**src/adc_cfg_pkg.sv**
```systemverilog
/*
  Constants shared by the gain, chop and detect register bank.
  Assumes a 32-bit APB bus with 16-bit registers in the low half of each word.
*/
package adc_cfg_pkg;

  // ----------------------------------------------------------------
  // Bus and register widths
  // ----------------------------------------------------------------
  localparam int ADDR_W = 8;
  localparam int DATA_W = 32;
  localparam int REG_W = 16;
  localparam int GAIN_W = 3;
  localparam int DLY_W = 4;
  localparam int CNT_W = 17;
  localparam int NCH = 6;

  // ----------------------------------------------------------------
  // Register indices; byte address is four times the index
  // ----------------------------------------------------------------
  localparam logic [5:0] IDX_GAIN_SELECT_CH0_CH3 = 6'h04;
  localparam logic [5:0] IDX_GAIN_SELECT_CH4_CH5 = 6'h05;
  localparam logic [5:0] IDX_CFG = 6'h06;
  localparam logic [5:0] IDX_STATUS = 6'h20;
  localparam logic [ADDR_W-1:0] ADDR_GAIN_SELECT_CH0_CH3 = {IDX_GAIN_SELECT_CH0_CH3, 2'b00};
  localparam logic [ADDR_W-1:0] ADDR_GAIN_SELECT_CH4_CH5 = {IDX_GAIN_SELECT_CH4_CH5, 2'b00};
  localparam logic [ADDR_W-1:0] ADDR_CFG = {IDX_CFG, 2'b00};
  localparam logic [ADDR_W-1:0] ADDR_STATUS = {IDX_STATUS, 2'b00};

  // ----------------------------------------------------------------
  // Reset values and field positions
  // ----------------------------------------------------------------
  localparam logic [REG_W-1:0] RST_GAIN = 16'h0000;
  localparam logic [REG_W-1:0] RST_CFG = 16'h0600;
  localparam int GAIN_LO_LSB = 0;
  localparam int GAIN_HI_LSB = 4;
  localparam int CFG_DLY_LSB = 9;
  localparam int CFG_CHOP_BIT = 8;
  localparam int CFG_ALL_BIT = 7;
  localparam int CFG_NUM_LSB = 4;
  localparam int CFG_LEN_LSB = 1;
  localparam int CFG_DEN_BIT = 0;
  localparam int STAT_BUSY_BIT = 0;
  localparam int STAT_TRIG_BIT = 1;

  // Measurement length in conversion periods for each length code.
  localparam logic [11:0] LEN_TABLE [8] = '{
    12'h080, 12'h100, 12'h200, 12'h300, 12'h500, 12'h700, 12'hA00, 12'hE00
  };

endpackage

```
**src/settle_timer.sv**
```systemverilog
/*
  Chop settling timer: counts 2^(code+1) modulator ticks after a start pulse.
  Assumes tick, start and abort come from logic on the same clock.
*/
`timescale 1ns/1ps
module settle_timer #(
  parameter int CNT_W = 17,
  parameter int CODE_W = 4
) (
  input wire logic pclk,
  input wire logic presetn,
  input wire logic start,
  input wire logic abort,
  input wire logic tick,
  input wire logic [CODE_W-1:0] code,
  output logic busy,
  output logic done
);

  typedef struct packed {
    logic busy;
    logic done;
    logic [CNT_W-1:0] cnt;
  } timer_s;

  timer_s state_reg;
  timer_s state_next;
  logic [CNT_W-1:0] target;

  // The target is the full power of two; the counter is one bit wider
  // than the largest code needs so the top value never wraps.
  assign target = CNT_W'(1) << ({1'b0, code} + 5'd1);

  // ----------------------------------------------------------------
  // Next state
  // ----------------------------------------------------------------
  // Abort wins over start so that disabling chop always frees the path.
  always_comb begin
    state_next = state_reg;
    state_next.done = 1'b0;
    if (abort) begin
      state_next.busy = 1'b0;
      state_next.cnt = '0;
    end else if (start) begin
      state_next.busy = 1'b1;
      state_next.cnt = '0;
    end else if (state_reg.busy && tick) begin
      if (state_reg.cnt + CNT_W'(1) == target) begin
        state_next.busy = 1'b0;
        state_next.done = 1'b1;
        state_next.cnt = '0;
      end else begin
        state_next.cnt = state_reg.cnt + CNT_W'(1);
      end
    end
  end

  // State register.
  always_ff @(posedge pclk or negedge presetn) begin
    if (!presetn) begin
      state_reg <= '0;
    end else begin
      state_reg <= state_next;
    end
  end

  assign busy = state_reg.busy;
  assign done = state_reg.done;

endmodule // settle_timer

```
**src/adc_cfg_regs.sv**
```systemverilog
/*
  APB register bank holding channel gain codes, global chop and
  current-detect configuration, with the chop settling sequencer and
  the detect trigger combiner that these settings steer.
  Assumes mod_tick, chop_start and ch_hit come from logic on pclk.
*/
`timescale 1ns/1ps
// Behaviour
// - Channel-1 gain code lives in bits 6:4, codes select gain 2^n, reset 000b.
// - Channel-0 gain code lives in bits 2:0 of the same register, reset gain 1.
// - Second gain register bits 6:4 hold the channel-5 gain code, reset 000b.
// - Second gain register bits 2:0 hold the channel-4 gain code.
// - Second gain register is at index 5 and resets to 0000h.
// - Configuration register is at index 6 and resets to 0600h.
// - Bits 12:9 set the chop settling delay of 2^(n+1) modulator periods.
// - Bit 8 enables global chopping, and is clear after reset.
// - Bit 7 makes detection need all channels instead of any channel.
// - First gain register is at index 4, resets to 0000h, holds channels 0 to 3.
// - Bits 6:4 select 2^n threshold exceedances to trigger a detection.
// - Bits 3:1 select the detect measurement length in conversion periods.
module adc_cfg_regs
  import adc_cfg_pkg::*;
#(
  parameter int CH = adc_cfg_pkg::NCH
) (
  input wire logic pclk,
  input wire logic presetn,
  input wire logic psel,
  input wire logic penable,
  input wire logic pwrite,
  input wire logic [adc_cfg_pkg::ADDR_W-1:0] paddr,
  input wire logic [adc_cfg_pkg::DATA_W-1:0] pwdata,
  output logic [adc_cfg_pkg::DATA_W-1:0] prdata,
  output logic pready,
  output logic pslverr,
  input wire logic mod_tick,
  input wire logic chop_start,
  input wire logic [CH-1:0] ch_hit,
  output logic [adc_cfg_pkg::GAIN_W-1:0] ch0_gain_code,
  output logic [adc_cfg_pkg::GAIN_W-1:0] ch1_gain_code,
  output logic [adc_cfg_pkg::GAIN_W-1:0] ch4_gain_code,
  output logic [adc_cfg_pkg::GAIN_W-1:0] ch5_gain_code,
  output logic chop_enable,
  output logic [adc_cfg_pkg::DLY_W-1:0] chop_settle_delay,
  output logic measure_hold,
  output logic settle_done,
  output logic detect_enable,
  output logic detect_all_channels,
  output logic [2:0] detect_exceed_count,
  output logic [2:0] detect_measure_length,
  output logic [7:0] detect_exceed_threshold,
  output logic [11:0] detect_length_periods,
  output logic detect_trigger
);
  import adc_cfg_pkg::*;

  // ----------------------------------------------------------------
  // State
  // ----------------------------------------------------------------
  typedef struct packed {
    logic [REG_W-1:0] gain_select_ch0_ch3;
    logic [REG_W-1:0] gain_select_ch4_ch5;
    logic [REG_W-1:0] cfg;
    logic [DATA_W-1:0] rdata;
    logic ready;
    logic err;
    logic trig;
    logic [7:0] thr;
    logic [11:0] len;
  } regs_s;

  regs_s state_reg;
  regs_s state_next;
  logic access;
  logic commit;
  logic hit_any;
  logic hit_all;
  logic timer_busy;
  logic timer_done;
  logic [REG_W-1:0] status_word;
  logic [2:0] len_code;
  logic [2:0] num_code;

  // An access phase takes two cycles: one wait, then pready with data.
  // The wait keeps read data registered without a combinational path.
  assign access = psel && penable;
  assign commit = access && state_reg.ready;

  assign hit_any = |ch_hit;
  assign hit_all = &ch_hit;
  assign len_code = state_reg.cfg[CFG_LEN_LSB +: 3];
  assign num_code = state_reg.cfg[CFG_NUM_LSB +: 3];

  // Live state that software can observe.
  always_comb begin
    status_word = '0;
    status_word[STAT_BUSY_BIT] = timer_busy;
    status_word[STAT_TRIG_BIT] = state_reg.trig;
  end

  // ----------------------------------------------------------------
  // Chop settling sequencer
  // ----------------------------------------------------------------
  // Starts are ignored while chop is off; turning chop off aborts a wait.
  settle_timer #(
    .CNT_W(CNT_W),
    .CODE_W(DLY_W)
  ) u_settle (
    .pclk(pclk),
    .presetn(presetn),
    .start(chop_start && state_reg.cfg[CFG_CHOP_BIT]),
    .abort(!state_reg.cfg[CFG_CHOP_BIT]),
    .tick(mod_tick),
    .code(state_reg.cfg[CFG_DLY_LSB +: DLY_W]),
    .busy(timer_busy),
    .done(timer_done)
  );

  // ----------------------------------------------------------------
  // Next state
  // ----------------------------------------------------------------
  // Reserved bits are stored as written; software keeps them zero.
  // Unmapped addresses answer with pslverr and read zero.
  always_comb begin
    state_next = state_reg;
    state_next.ready = 1'b0;
    state_next.err = 1'b0;
    if (access && !state_reg.ready) begin
      state_next.ready = 1'b1;
      state_next.rdata = '0;
      if (paddr == ADDR_GAIN_SELECT_CH0_CH3) begin
        state_next.rdata[REG_W-1:0] = state_reg.gain_select_ch0_ch3;
      end else if (paddr == ADDR_GAIN_SELECT_CH4_CH5) begin
        state_next.rdata[REG_W-1:0] = state_reg.gain_select_ch4_ch5;
      end else if (paddr == ADDR_CFG) begin
        state_next.rdata[REG_W-1:0] = state_reg.cfg;
      end else if (paddr == ADDR_STATUS) begin
        state_next.rdata[REG_W-1:0] = status_word;
      end else begin
        state_next.err = 1'b1;
      end
    end
    if (commit && pwrite) begin
      if (paddr == ADDR_GAIN_SELECT_CH0_CH3) begin
        state_next.gain_select_ch0_ch3 = pwdata[REG_W-1:0];
      end else if (paddr == ADDR_GAIN_SELECT_CH4_CH5) begin
        state_next.gain_select_ch4_ch5 = pwdata[REG_W-1:0];
      end else if (paddr == ADDR_CFG) begin
        state_next.cfg = pwdata[REG_W-1:0];
      end
    end
    // Trigger is any-channel or all-channel by the select bit.
    state_next.trig = state_reg.cfg[CFG_DEN_BIT] &&
      (state_reg.cfg[CFG_ALL_BIT] ? hit_all : hit_any);
    state_next.thr = 8'h01 << num_code;
    state_next.len = LEN_TABLE[len_code];
  end

  // State register.
  always_ff @(posedge pclk or negedge presetn) begin
    if (!presetn) begin
      state_reg <= '0;
      state_reg.gain_select_ch0_ch3 <= RST_GAIN;
      state_reg.gain_select_ch4_ch5 <= RST_GAIN;
      state_reg.cfg <= RST_CFG;
      state_reg.thr <= 8'h01;
      state_reg.len <= LEN_TABLE[0];
    end else begin
      state_reg <= state_next;
    end
  end

  // ----------------------------------------------------------------
  // Outputs
  // ----------------------------------------------------------------
  // Every output is a flop of the state or of the timer.
  assign prdata = state_reg.rdata;
  assign pready = state_reg.ready;
  assign pslverr = state_reg.err;
  assign ch0_gain_code = state_reg.gain_select_ch0_ch3[GAIN_LO_LSB +: GAIN_W];
  assign ch1_gain_code = state_reg.gain_select_ch0_ch3[GAIN_HI_LSB +: GAIN_W];
  assign ch4_gain_code = state_reg.gain_select_ch4_ch5[GAIN_LO_LSB +: GAIN_W];
  assign ch5_gain_code = state_reg.gain_select_ch4_ch5[GAIN_HI_LSB +: GAIN_W];
  assign chop_enable = state_reg.cfg[CFG_CHOP_BIT];
  assign chop_settle_delay = state_reg.cfg[CFG_DLY_LSB +: DLY_W];
  assign measure_hold = timer_busy;
  assign settle_done = timer_done;
  assign detect_enable = state_reg.cfg[CFG_DEN_BIT];
  assign detect_all_channels = state_reg.cfg[CFG_ALL_BIT];
  assign detect_exceed_count = num_code;
  assign detect_measure_length = len_code;
  assign detect_exceed_threshold = state_reg.thr;
  assign detect_length_periods = state_reg.len;
  assign detect_trigger = state_reg.trig;

  // Helper: ticks seen during one settling wait; a restart begins a new count,
  // since the timer itself restarts from zero on every accepted start.
  logic [CNT_W:0] tick_seen;
  always_ff @(posedge pclk or negedge presetn) begin
    if (!presetn) begin
      tick_seen <= '0;
    end else if (!timer_busy || (chop_start && chop_enable)) begin
      tick_seen <= '0;
    end else if (mod_tick) begin
      tick_seen <= tick_seen + (CNT_W+1)'(1);
    end
  end
endmodule // adc_cfg_regs

```
**config.mk**
```make
export PLATFORM = sky130hd
export DESIGN_NAME = adc_cfg_regs
export DESIGN_NICKNAME = d
export VERILOG_FILES = /design/src/adc_cfg_pkg.sv /design/src/settle_timer.sv /design/src/adc_cfg_regs.sv
export SDC_FILE = /design/constraint.sdc
export NUM_CORES = 1
export LEC_CHECK = 0
export BUFFER_PORTS_ARGS = -buffer_cell sky130_fd_sc_hd__buf_2
export CAP_MARGIN = 20
export CORE_MARGIN = 2
export CORE_UTILIZATION = 50
export DETAILED_ROUTE_END_ITERATION = 6
export PLACE_DENSITY = 0.76
export SYNTH_ARGS = -nofsm -noshare
export SYNTH_HDL_FRONTEND = slang
export SYNTH_SLANG_ARGS = --single-unit
```
**constraint.sdc**
```tcl
create_clock -name pclk -period 3.6 [get_ports pclk]
set_input_delay 0.36 -clock pclk [delete_from_list [all_inputs] [get_ports pclk]]
set_output_delay 0.36 -clock pclk [all_outputs]
set_load 0.01 [all_outputs]
```
==> metrics.md, run 1 <==
| Metric | Value |
|---|---|
| RSZ-0062 raised after global routing | false |
| Clk slew on worst S/H paths | 110 ps |
| Status | completed |
| Largest net degree at the start of global routing | 88 |
| Period utilisation layout | 0.822 |
| FF+latch area | 0.00248 mm^2 |
| Arr. time, crit path | 3220 ps |
| Max FFs per register | 23 |
| Final WL | 12.2 mm |
| Multi-input combinational cell area | 0.00249 mm^2 |
| Min-delay worst type | primary input to flop |
| Number of diodes | 0 |
| GR Layer Usage met2 | 0.343 |
| FP Rows | 38 |
| Final hold vios | 0 |
| CTS-repair resized insts | 0 |
| Asr flop ratio synth | 1.00 |
| Clk_skew | 13.7 ps |
| PortBufs | 95 |
| WP data required | 3860 ps |
| Die height | 110 um |
| Total power | 0.00198 W |
| Pleak | 2.95 nW |
| Critical path type | flop to flop |
| Max Fanout on Critical Path | 21 |
| Core area | 0.0109 mm^2 |
| Initial antenna violation count | 0 |
| Starting Density | 0.513 |
| Startpoint Class | flop |
| Final antenna-violating net count | 0 |
| Clock Path Buffers | 2 |
| Synthesized cell area | 0.00559 mm^2 |
| Tmin final | 2960 ps |
| Peak VDD IR | 0.250 mV |
| Share of cells above drive strength 1 | 0.309 |
| Nets | 628 |
| Die W | 110 um |
| Synth warnings | 0 |
| Synth cell types | 63 |
| Highest clock rate | 338 MHz |
| Mean Syn Cell Area | 10.3 um^2 |
| Via count | 4,008 |
| Initial DRC count | 204 |
| Yosys reg bits | 99 |
| DRT Pass-1 Iters | 4 |
| H-tree levels | 3 |
| TritonCTS Buffers | 9 |
| Worst skew pair latency | 370 ps |
| Post-synth EDFFs | 0 |
| Drc violations | 0 |
| Sequential share of the synthesized area | 0.444 |
| Area growth syn-to-layout | 6.23% |
| Fin. max-slew vios | 0 |
| Pwr per Cell Area | 334 mW/mm^2 |
| Die area | 0.0120 mm^2 |
| Clock Sinks | 99 |
| Root Buffer | clkbuf_8 |
| Placed wire-length estimate | 8.39 mm |
| Met1 usage | 0.278 |
| Total gr overflow | 0 |
| Max Cap Viol | 0 |
| Global-route wire length before repair | 19.0 mm |
| Main synth FF type | dfrtp_1 |
| Top Usage Layer GRT | met2 |
| Gr usage total | 0.207 |
| Vias in the first global route | 3,783 |
| Met3 global-route usage | 0.0433 |
| CTS tree | yes |
| WL per Instance | 16.9 um |
| Crit. End Element | flop |
| Fill cells | 976 |
| Slew HR | 0.285 |
| DR vias/cell | 5.57 |
| Setup TNS | 0 ps |
| Setup violators final | 0 |
| Routability congestion estimate | 0.891 |
| Post-Syn Instances | 541 |
| Least-Margin Pin Slew | 1070 ps |
| Top Ports | 135 |
-- layout by cell type (no fill, tap or decap), types with 3 or more instances in the layout --
master / instances
mux2_2: 49
inv_1: 5
dfrtp_1: 95
dfstp_2: 4
buf_4: 6
or3_1: 4
nor2_1: 26
a21o_1: 10
nor2b_1: 9
and2_1: 4
and3_1: 4
xor2_1: 6
nand4_1: 7
nand4b_1: 3
o31ai_1: 3
nor4_1: 7
a21oi_1: 22
nor4bb_1: 3
and4_1: 3
conb_1: 23
nor3b_1: 5
mux2i_1: 14
o21ai_0: 27
xnor2_1: 17
nand3_1: 15
buf_2: 94
nor3_1: 11
nand2_1: 38
nor4b_1: 3
clkbuf_8: 9
or4_1: 3
nand2b_1: 4
-- worst max-delay path: stages, from the launching register on --
cell     delay, ps
dfrtp_1        500
ha_1           400
nand4_1        230
nor4_4         270
xnor2_1        140
or4b_1         550
nand3_2        130
a31o_4         310
o21ai_0        130
a21o_1         190
-- cell usage after synthesis (9+ instances only) --
library cell  number  area, um^2
nor2_1            26        97.6
nor2b_1            9        56.3
xnor2_1           17         149
o21ai_0           27         135
mux2_2            49         552
mux2i_1           14         140
dfrtp_1           95        2380
a21oi_1           22         110
a21o_1            10        75.1
nand3_1           15        75.1
clkbuf_1          19        71.3
buf_4             75         563
nand2_1           38         143
nor3_1            11        55.1
-- kinds of logic after synthesis --
logic type | synth area share
compound gates | 0.0912
xor+xnor | 0.0401
fa+ha+maj | 0.00224
buf+inv | 0.125
flops | 0.444
mux | 0.124
other cells | 0.000671
simple gates | 0.173
-- layer usage --
layer | vias up | share of wire
li1 | 1898 | -
met1 | 1961 | 0.43
met2 | 138 | 0.50
met3 | 11 | 0.059
met4 | 0 | 0.011
met5 | - | 0
-- path summary, 6_finish.rpt --
check / endpoint / start / slack (ps) / cells after the start
setup / recovery: u_settle.state_reg[11] / u_settle.state_reg[0] / 640 / 9
hold reg to reg: prdata[14] / prdata[14] / 490 / 2
hold / removal: ch5_gain_code[0] / pwdata[4] / 240 / 2
max in group asynchronous: detect_length_periods[7] / presetn / 2540 / 3
setup reg to reg: u_settle.state_reg[11] / u_settle.state_reg[0] / 640 / 9
min in group asynchronous: state_reg[98] / presetn / 420 / 2
-- layout make-up --
| cell class | instances | share of cell area |
|---|---|---|
| Multi-Input combinational cell | 357 | 0.419 |
| Sequential cell | 99 | 0.418 |
| Timing Repair Buffer | 102 | 0.0932 |
| Tap cell | 140 | 0.0295 |
| Clock buffer | 9 | 0.0209 |
| Clock inverter | 7 | 0.0154 |
| Inverter | 5 | 0.00316 |
-- stage by stage --
stage	hold WS, ps	cells	utilization	cell area, um^2	setup slack [ps]
after detailed placement	470	701	0.522	5680	654
after global placement	461	701	0.522	5680	731
after floorplan	64.4	563	-	5670	952
after global routing	219	719	0.545	5930	450
after CTS	208	717	0.541	5900	643
final	245	719	0.545	5930	640
-- what timing repair did --
item / in CTS / in global routing
setup buffers: 0 / 0
hold buffers: 0 / 1
hold endpoints to repair: 0 / 17
-- power by group --
group | total (W) | internal [W] | switching (W)
clock network | 0.000771 | 0.000338 | 0.000432
logic | 0.0000947 | 0.0000310 | 0.0000637
registers | 0.00112 | 0.00112 | 0.00000314
total | 0.00198 | 0.00149 | 0.000499
(Power assumes the default switching activity.)
==> run 2: changes to the inputs <==
clock period = 2.9 ns   (was 3.6 ns; I/O delays follow)
==> run 2 against run 1 <==
Power rose by 20%. Setup slack worse by 420 ps. First-iteration DRC count is 32% higher. Largest power group unchanged. Non-clock buffer count up 13. Hold slack got worse by 76 ps. Sequential power is 24% higher. Flip-flop and latch count did not move. Clock-buffer cell count rose by 1.
==> metrics.md, run 2 (same netlist as run 1, synthesis figures left out) <==
| Metric | Value |
|---|---|
| Status | completed |
| TritonCTS Buffers | 9 |
| Peak VDD IR | 0.289 mV |
| Share of cells above drive strength 1 | 0.331 |
| Area growth syn-to-layout | 7.71% |
| Max FFs per register | 23 |
| Final antenna-violating net count | 0 |
| Met1 WL | 5.18 mm |
| Tmin final | 2680 ps |
| Cell internal pwr | 0.00176 W |
| Worst skew pair latency | 370 ps |
| Number of diodes | 0 |
| Finished Core Util | 0.553 |
| PortBufs | 95 |
| Via count | 4,133 |
| Delay-heaviest family, CP | compound AO/OA/AOI/OAI gates |
| Highest clock rate | 373 MHz |
| Final setup margin | 218 ps |
| Largest net degree at the start of global routing | 59 |
| Stages on the worst setup path | 8 |
| Net Switching | 0.000625 W |
| Period utilisation layout | 0.925 |
| Max incr delay on CP | 520 ps |
| Least-Margin Pin Slew | 880 ps |
| Sw frac | 0.262 |
| Hold Path Depth | 2 |
| Critical-path cell list | nand4_2 > o41ai_1 > o311ai_0 > or4b_1 > nand3_2 > a31o_2 > nor3_1 > a21o_1 |
| R2R cell count | 8 |
| Drc violations | 0 |
| Initial antenna violation count | 0 |
| DP Worst Slack | 177 ps |
| RSZ-0062 raised after global routing | false |
| Min-delay worst type | primary input to flop |
| Clk_skew | 14.8 ps |
| Metal3 WL | 721 um |
| Logic pwr share | 0.049 |
| Total gr overflow | 0 |
| CTS tree | yes |
| WL per Instance | 17.0 um |
| Vias in the first global route | 4,091 |
| Highest metal used | met4 |
| Global-route wire length before repair | 20.0 mm |
| Core area | 0.0109 mm^2 |
| Initial DRC count | 269 |
| WP data required | 3170 ps |
| Clock Path Buffers | 2 |
| Clock Sinks | 99 |
| Slowest CP cell | or4b_1 |
| Setup violators final | 0 |
| Clock power frac | 0.369 |
| Routability congestion estimate | 0.928 |
| WL met2 | 6.39 mm |
| Starting Density | 0.513 |
| Critical path type | flop to flop |
| Most common cell after layout, fill and taps aside | buf_2 |
| Bufs and invs on worst path | 0 |
| Crit. End Element | flop |
| Die height | 110 um |
| Pleak | 3.00 nW |
| Max Fanout on Critical Path | 10 |
| Top Ports | 135 |
| Startpoint Class | flop |
| Most frequent cells in the layout | 94 x buf_2, 92 x dfrtp_1, 49 x mux2_2 |
| Die area | 0.0120 mm^2 |
| Setup TNS | 0 ps |
| Slew HR | 0.412 |
| Fin. max-slew vios | 0 |
| DR vias/cell | 5.64 |
| Nets | 642 |
| Final hold vios | 0 |
| Clk slew on worst S/H paths | 110 ps |
| DRT Pass-1 Iters | 5 |
| Sequential share of power | 0.582 |
| Gr usage total | 0.216 |
| Max Cap Viol | 0 |
| Die W | 110 um |
| Final WL | 12.4 mm |
| H-tree levels | 3 |
| Fill cells | 973 |
| Pwr per Cell Area | 397 mW/mm^2 |
| Arr. time, crit path | 2950 ps |
| FP Rows | 38 |
| Root Buffer | clkbuf_8 |
| Placed wire-length estimate | 8.96 mm |
## run 2: cell count changes in the layout (fill, tap and decap cells not counted), sizes merged
cell / change
inv: +1
buf: +13
a31o: +1
bufinv: -1
clkinvlp: -1
clkbuf: +1
## run 2: through the flow
stage                     instance area (um^2)  total power [W]  hold WS, ps  cells
after floorplan                           5670          0.00148        -5.59    563
after global placement                    5790          0.00153          390    714
after detailed placement                  5790          0.00153          408    714
after CTS                                 5990          0.00240          157    731
after global routing                      6020          0.00247          153    733
final                                     6020          0.00239          169    733
## run 2: final cells by class
class / count / area (um^2) / area share
Multi-Input combinational cell: 358 / 2500 / 0.416
Sequential cell: 99 / 2490 / 0.413
Timing Repair Buffer: 115 / 643 / 0.107
Tap cell: 140 / 175 / 0.0291
Clock buffer: 10 / 128 / 0.0212
Clock inverter: 6 / 65.1 / 0.0108
Inverter: 5 / 18.8 / 0.00312
## run 2: power by group through the flow
stage          registers [W]  logic (W)  clock network, W
3_5_place_dp         0.00142   0.000117                 0
2_1_floorplan        0.00142  0.0000668                 0
6_report             0.00139   0.000116          0.000882
4_1_cts              0.00139   0.000118          0.000895
3_3_place_gp         0.00142   0.000114                 0
5_1_grt              0.00139   0.000134          0.000946
## run 2: worst register-to-register path, stage by stage (launching register included)
cell and delay, ps:
dfrtp_1 500, nand4_2 250, o41ai_1 360, o311ai_0 220
or4b_1 520, nand3_2 160, a31o_2 340, nor3_1 80
a21o_1 160
## run 2: per-layer routing
metal | global-route usage | vias to the layer above
li1 | - | 1921
met5 | 0 | -
met4 | 0.0669 | 0
met1 | 0.276 | 2049
met2 | 0.369 | 148
met3 | 0.0439 | 15
## run 2: final timing paths
path	slack, ps	endpoint	startpoint
max	220	u_settle.state_reg[11]	u_settle.state_reg[12]
max in group asynchronous	1640	detect_length_periods[7]	presetn
min reg2reg	490	prdata[8]	prdata[8]
min in group asynchronous	510	state_reg[81]	presetn
max reg2reg	220	u_settle.state_reg[11]	u_settle.state_reg[12]
min	170	chop_settle_delay[2]	pwdata[11]
## run 2: what timing repair did
| action | in CTS | in global routing |
|---|---|---|
| resized for setup | 0 | 4 |
| buffers inserted | 0 | 0 |
| setup endpoints to repair | 0 | 8 |
| hold buffers | 1 | 0 |
| hold endpoints to repair | 32 | 0 |
==> run 3: changes to the inputs <==
ABC_AREA = 1   (was not set)
clock period = 2.6 ns   (was 2.9 ns; I/O delays follow)
==> run 3 against run 2 <==
The run now ends with design-rule violations left. First-iteration DRC count rose by 48%. Setup slack improved by 60 ps. Utilization barely moved. Non-clock buffer count fell by 7. Register-to-register slack improved by 60 ps. Area after synthesis rose by 0.34%. Clock-buffer cell count did not move. Clock skew barely moved. Power rose by 20%. Sequential share of layout area barely moved. Die area rose by 0.33%. Hold slack got worse by 26 ps. Critical path type unchanged. Critical endpoint is now u_settle.state_reg[13]. Largest cell class is now registers. Highest routed layer unchanged.
==> metrics.md, run 3 <==
| Metric | Value |
|---|---|
| Status | complete, but fails checks |
| Failing checks | design-rule violations |
| TritonCTS Buffers | 9 |
| Placed wire-length estimate | 9.39 mm |
| Fill cells | 983 |
| Clock Path Buffers | 2 |
| Post-CTS Setup Bufs | 0 |
| Tmin final | 2320 ps |
| FP Rows | 38 |
| Via count | 4,802 |
| Bufs and invs on worst path | 0 |
| Clk_skew | 15.2 ps |
| Cell mode on critical path | nand2_1 |
| Asr flop ratio synth | 1.00 |
| Core area | 0.0109 mm^2 |
| Nets | 825 |
| Final setup margin | 278 ps |
| Vias in the first global route | 4,611 |
| Final hold vios | 0 |
| Setup TNS | 0 ps |
| Top cells by count, synth | 221 x nand2_1, 95 x dfrtp_1, 74 x buf_4 |
| Top cells by area, synth | dfrtp_1 42%, nand2_1 15%, buf_4 9.9% |
| Share of cells above drive strength 1 | 0.210 |
| Die W | 110 um |
| Crit. End Element | flop |
| Hold slack | 143 ps |
| Critical-path cell list | ha_1 > nand2_1 > nor2_4 > nand2_2 > nand2_1 > nand3_1 > nand2_1 > nand2_1 > nor2_1 > nand2_1 > nor2_4 > nand2_4 > nand2_1 > o21ai_0 |
| RSZ-0062 raised after global routing | false |
| Arr. time, crit path | 2580 ps |
| Period utilisation layout | 0.893 |
| Most frequent cells in the layout | 221 x nand2_1, 94 x dfrtp_1, 94 x buf_2 |
| Post-Syn Instances | 727 |
| Clk slew on worst S/H paths | 110 ps |
| WL per Instance | 14.1 um |
| Global-route wire length before repair | 21.2 mm |
| Yosys top cell by area | dfrtp_1 |
| Logic pwr share | 0.081 |
| Pleak | 3.04 nW |
| Finished Core Util | 0.552 |
| Pwr per Cell Area | 475 mW/mm^2 |
| Least-Margin Pin Slew | 667 ps |
| WP data required | 2860 ps |
| Main synth FF type | dfrtp_1 |
| Critical path type | flop to flop |
| Clock Sinks | 99 |
| Top Ports | 135 |
| Routability congestion estimate | 0.927 |
| Die height | 110 um |
| DRT Pass-1 Iters | 7 |
| Net Switching | 0.000782 W |
| Worst skew pair latency | 380 ps |
| Area growth syn-to-layout | 7.28% |
| Startpoint Class | flop |
| Slew HR | 0.553 |
| Initial antenna violation count | 0 |
| Sw frac | 0.274 |
| Gr usage total | 0.226 |
| Synth warnings | 0 |
| Synthesized cell area | 0.00560 mm^2 |
| Fin. max-slew vios | 0 |
| Largest net degree at the start of global routing | 51 |
| Starting Density | 0.515 |
| Max incr delay on CP | 460 ps |
| Max Fanout on Critical Path | 17 |
| Most common cell after layout, fill and taps aside | nand2_1 |
| PortBufs | 95 |
| Number of diodes | 0 |
| Total gr overflow | 0 |
| Post-synth EDFFs | 0 |
| Yosys reg bits | 99 |
| Sequential share of the synthesized area | 0.443 |
| Min-delay worst type | primary input to flop |
| Sequential share of power | 0.563 |
| Setup violators final | 0 |
| Initial DRC count | 399 |
| Cell internal pwr | 0.00207 W |
| DP Worst Slack | 286 ps |
| Final WL | 12.9 mm |
| Drc violations | 1 |
| Post-Place Cells | 899 |
| Final antenna-violating net count | 0 |
| Top-area cell type share of the netlist area | 0.424 |
| Highest clock rate | 431 MHz |
| CTS tree | yes |
| Max FFs per register | 23 |
| H-tree levels | 3 |
| Delay-heaviest family, CP | simple AND/OR/NAND/NOR gates |
| Max Cap Viol | 0 |
| Slowest CP cell | dfrtp_1 |
| DR vias/cell | 5.24 |
| Post-route insts no fill | 916 |
| Root Buffer | clkbuf_8 |
| Die area | 0.0121 mm^2 |
| Synth cell types | 33 |
| Clock power frac | 0.356 |
| Mean Syn Cell Area | 7.71 um^2 |
| Count leader, synth | nand2_1 |
| Peak VDD IR | 0.348 mV |
-- run 3: cell types whose count changed in the layout (fill, tap and decap cells not counted), moves of 8 or more --
cell and delta:
nand2_1 +183, inv_1 +64, mux2_2 -49, o21ai_0 +29
nand3_1 +22, nor2_1 +19, xnor2_1 -17, a21oi_1 -16
mux2i_1 -14, a41oi_1 +13, a21o_1 -10, nand3_2 +9
nor2b_1 -9, nand4_1 +8
-- run 3: final timing paths --
check / depth (start not counted) / slack (ps) / to / startpoint
max: 14 / 280 / u_settle.state_reg[13] / u_settle.state_reg[1]
min: 3 / 140 / detect_trigger / ch_hit[5]
max reg2reg: 14 / 280 / u_settle.state_reg[13] / u_settle.state_reg[1]
min reg2reg: 2 / 500 / state_reg[70] / state_reg[70]
max in group asynchronous: 3 / 1400 / chop_settle_delay[0] / presetn
min in group asynchronous: 2 / 460 / state_reg[68] / presetn
-- run 3: per-stage QoR --
stage	instance area (um^2)	total power (W)
finish	6010	0.00286
global route	6010	0.00298
global placement	5800	0.00186
floorplan	5690	0.00181
detailed placement	5800	0.00187
CTS	6010	0.00287
-- run 3: kinds of logic after synthesis --
| family | after synthesis | share of synthesized area |
|---|---|---|
| other | 1 | 0.000669 |
| adder cells (fa/ha/maj) | 1 | 0.00223 |
| buffers and inverters | 170 | 0.166 |
| AND/OR/NAND/NOR | 372 | 0.301 |
| AO/OA/AOI/OAI | 84 | 0.0875 |
| flip-flops | 99 | 0.443 |
-- run 3: per-layer routing --
metal / vias up / track usage / share of wire
met1: 2288 / 0.285 / 0.42
met3: 30 / 0.0397 / 0.054
met4: 0 / 0.107 / 0.031
li1: 2324 / - / -
met5: - / 0 / 0
met2: 160 / 0.376 / 0.49
-- run 3: timing repair --
action                                 in CTS  in global routing
hold buffers                                1                  0
endpoints found under the hold margin      47                  0
setup endpoints to repair                   0                  4
resized for setup                           0                  1
-- run 3: area by class of cell --
cell class | count | area (um^2) | area share
Clock inverter | 6 | 65.1 | 0.0108
Inverter | 73 | 274 | 0.0456
Multi-Input combinational cell | 480 | 2290 | 0.380
Tap cell | 140 | 175 | 0.0291
Sequential cell | 99 | 2480 | 0.413
Clock buffer | 10 | 138 | 0.0229
Timing Repair Buffer | 108 | 591 | 0.0982
-- run 3: power by group through the flow --
| stage | clock network [W] | registers (W) | logic (W) |
|---|---|---|---|
| 6_report | 0.00102 | 0.00161 | 0.000231 |
| 5_1_grt | 0.00111 | 0.00161 | 0.000262 |
| 4_1_cts | 0.00103 | 0.00161 | 0.000234 |
| 3_5_place_dp | 0 | 0.00164 | 0.000232 |
| 3_3_place_gp | 0 | 0.00163 | 0.000225 |
| 2_1_floorplan | 0 | 0.00163 | 0.000184 |
-- run 3: worst min-delay path, cell delays in order --
cell,delay (ps)
buf_2,90
o41ai_1,70
nor2_1,70
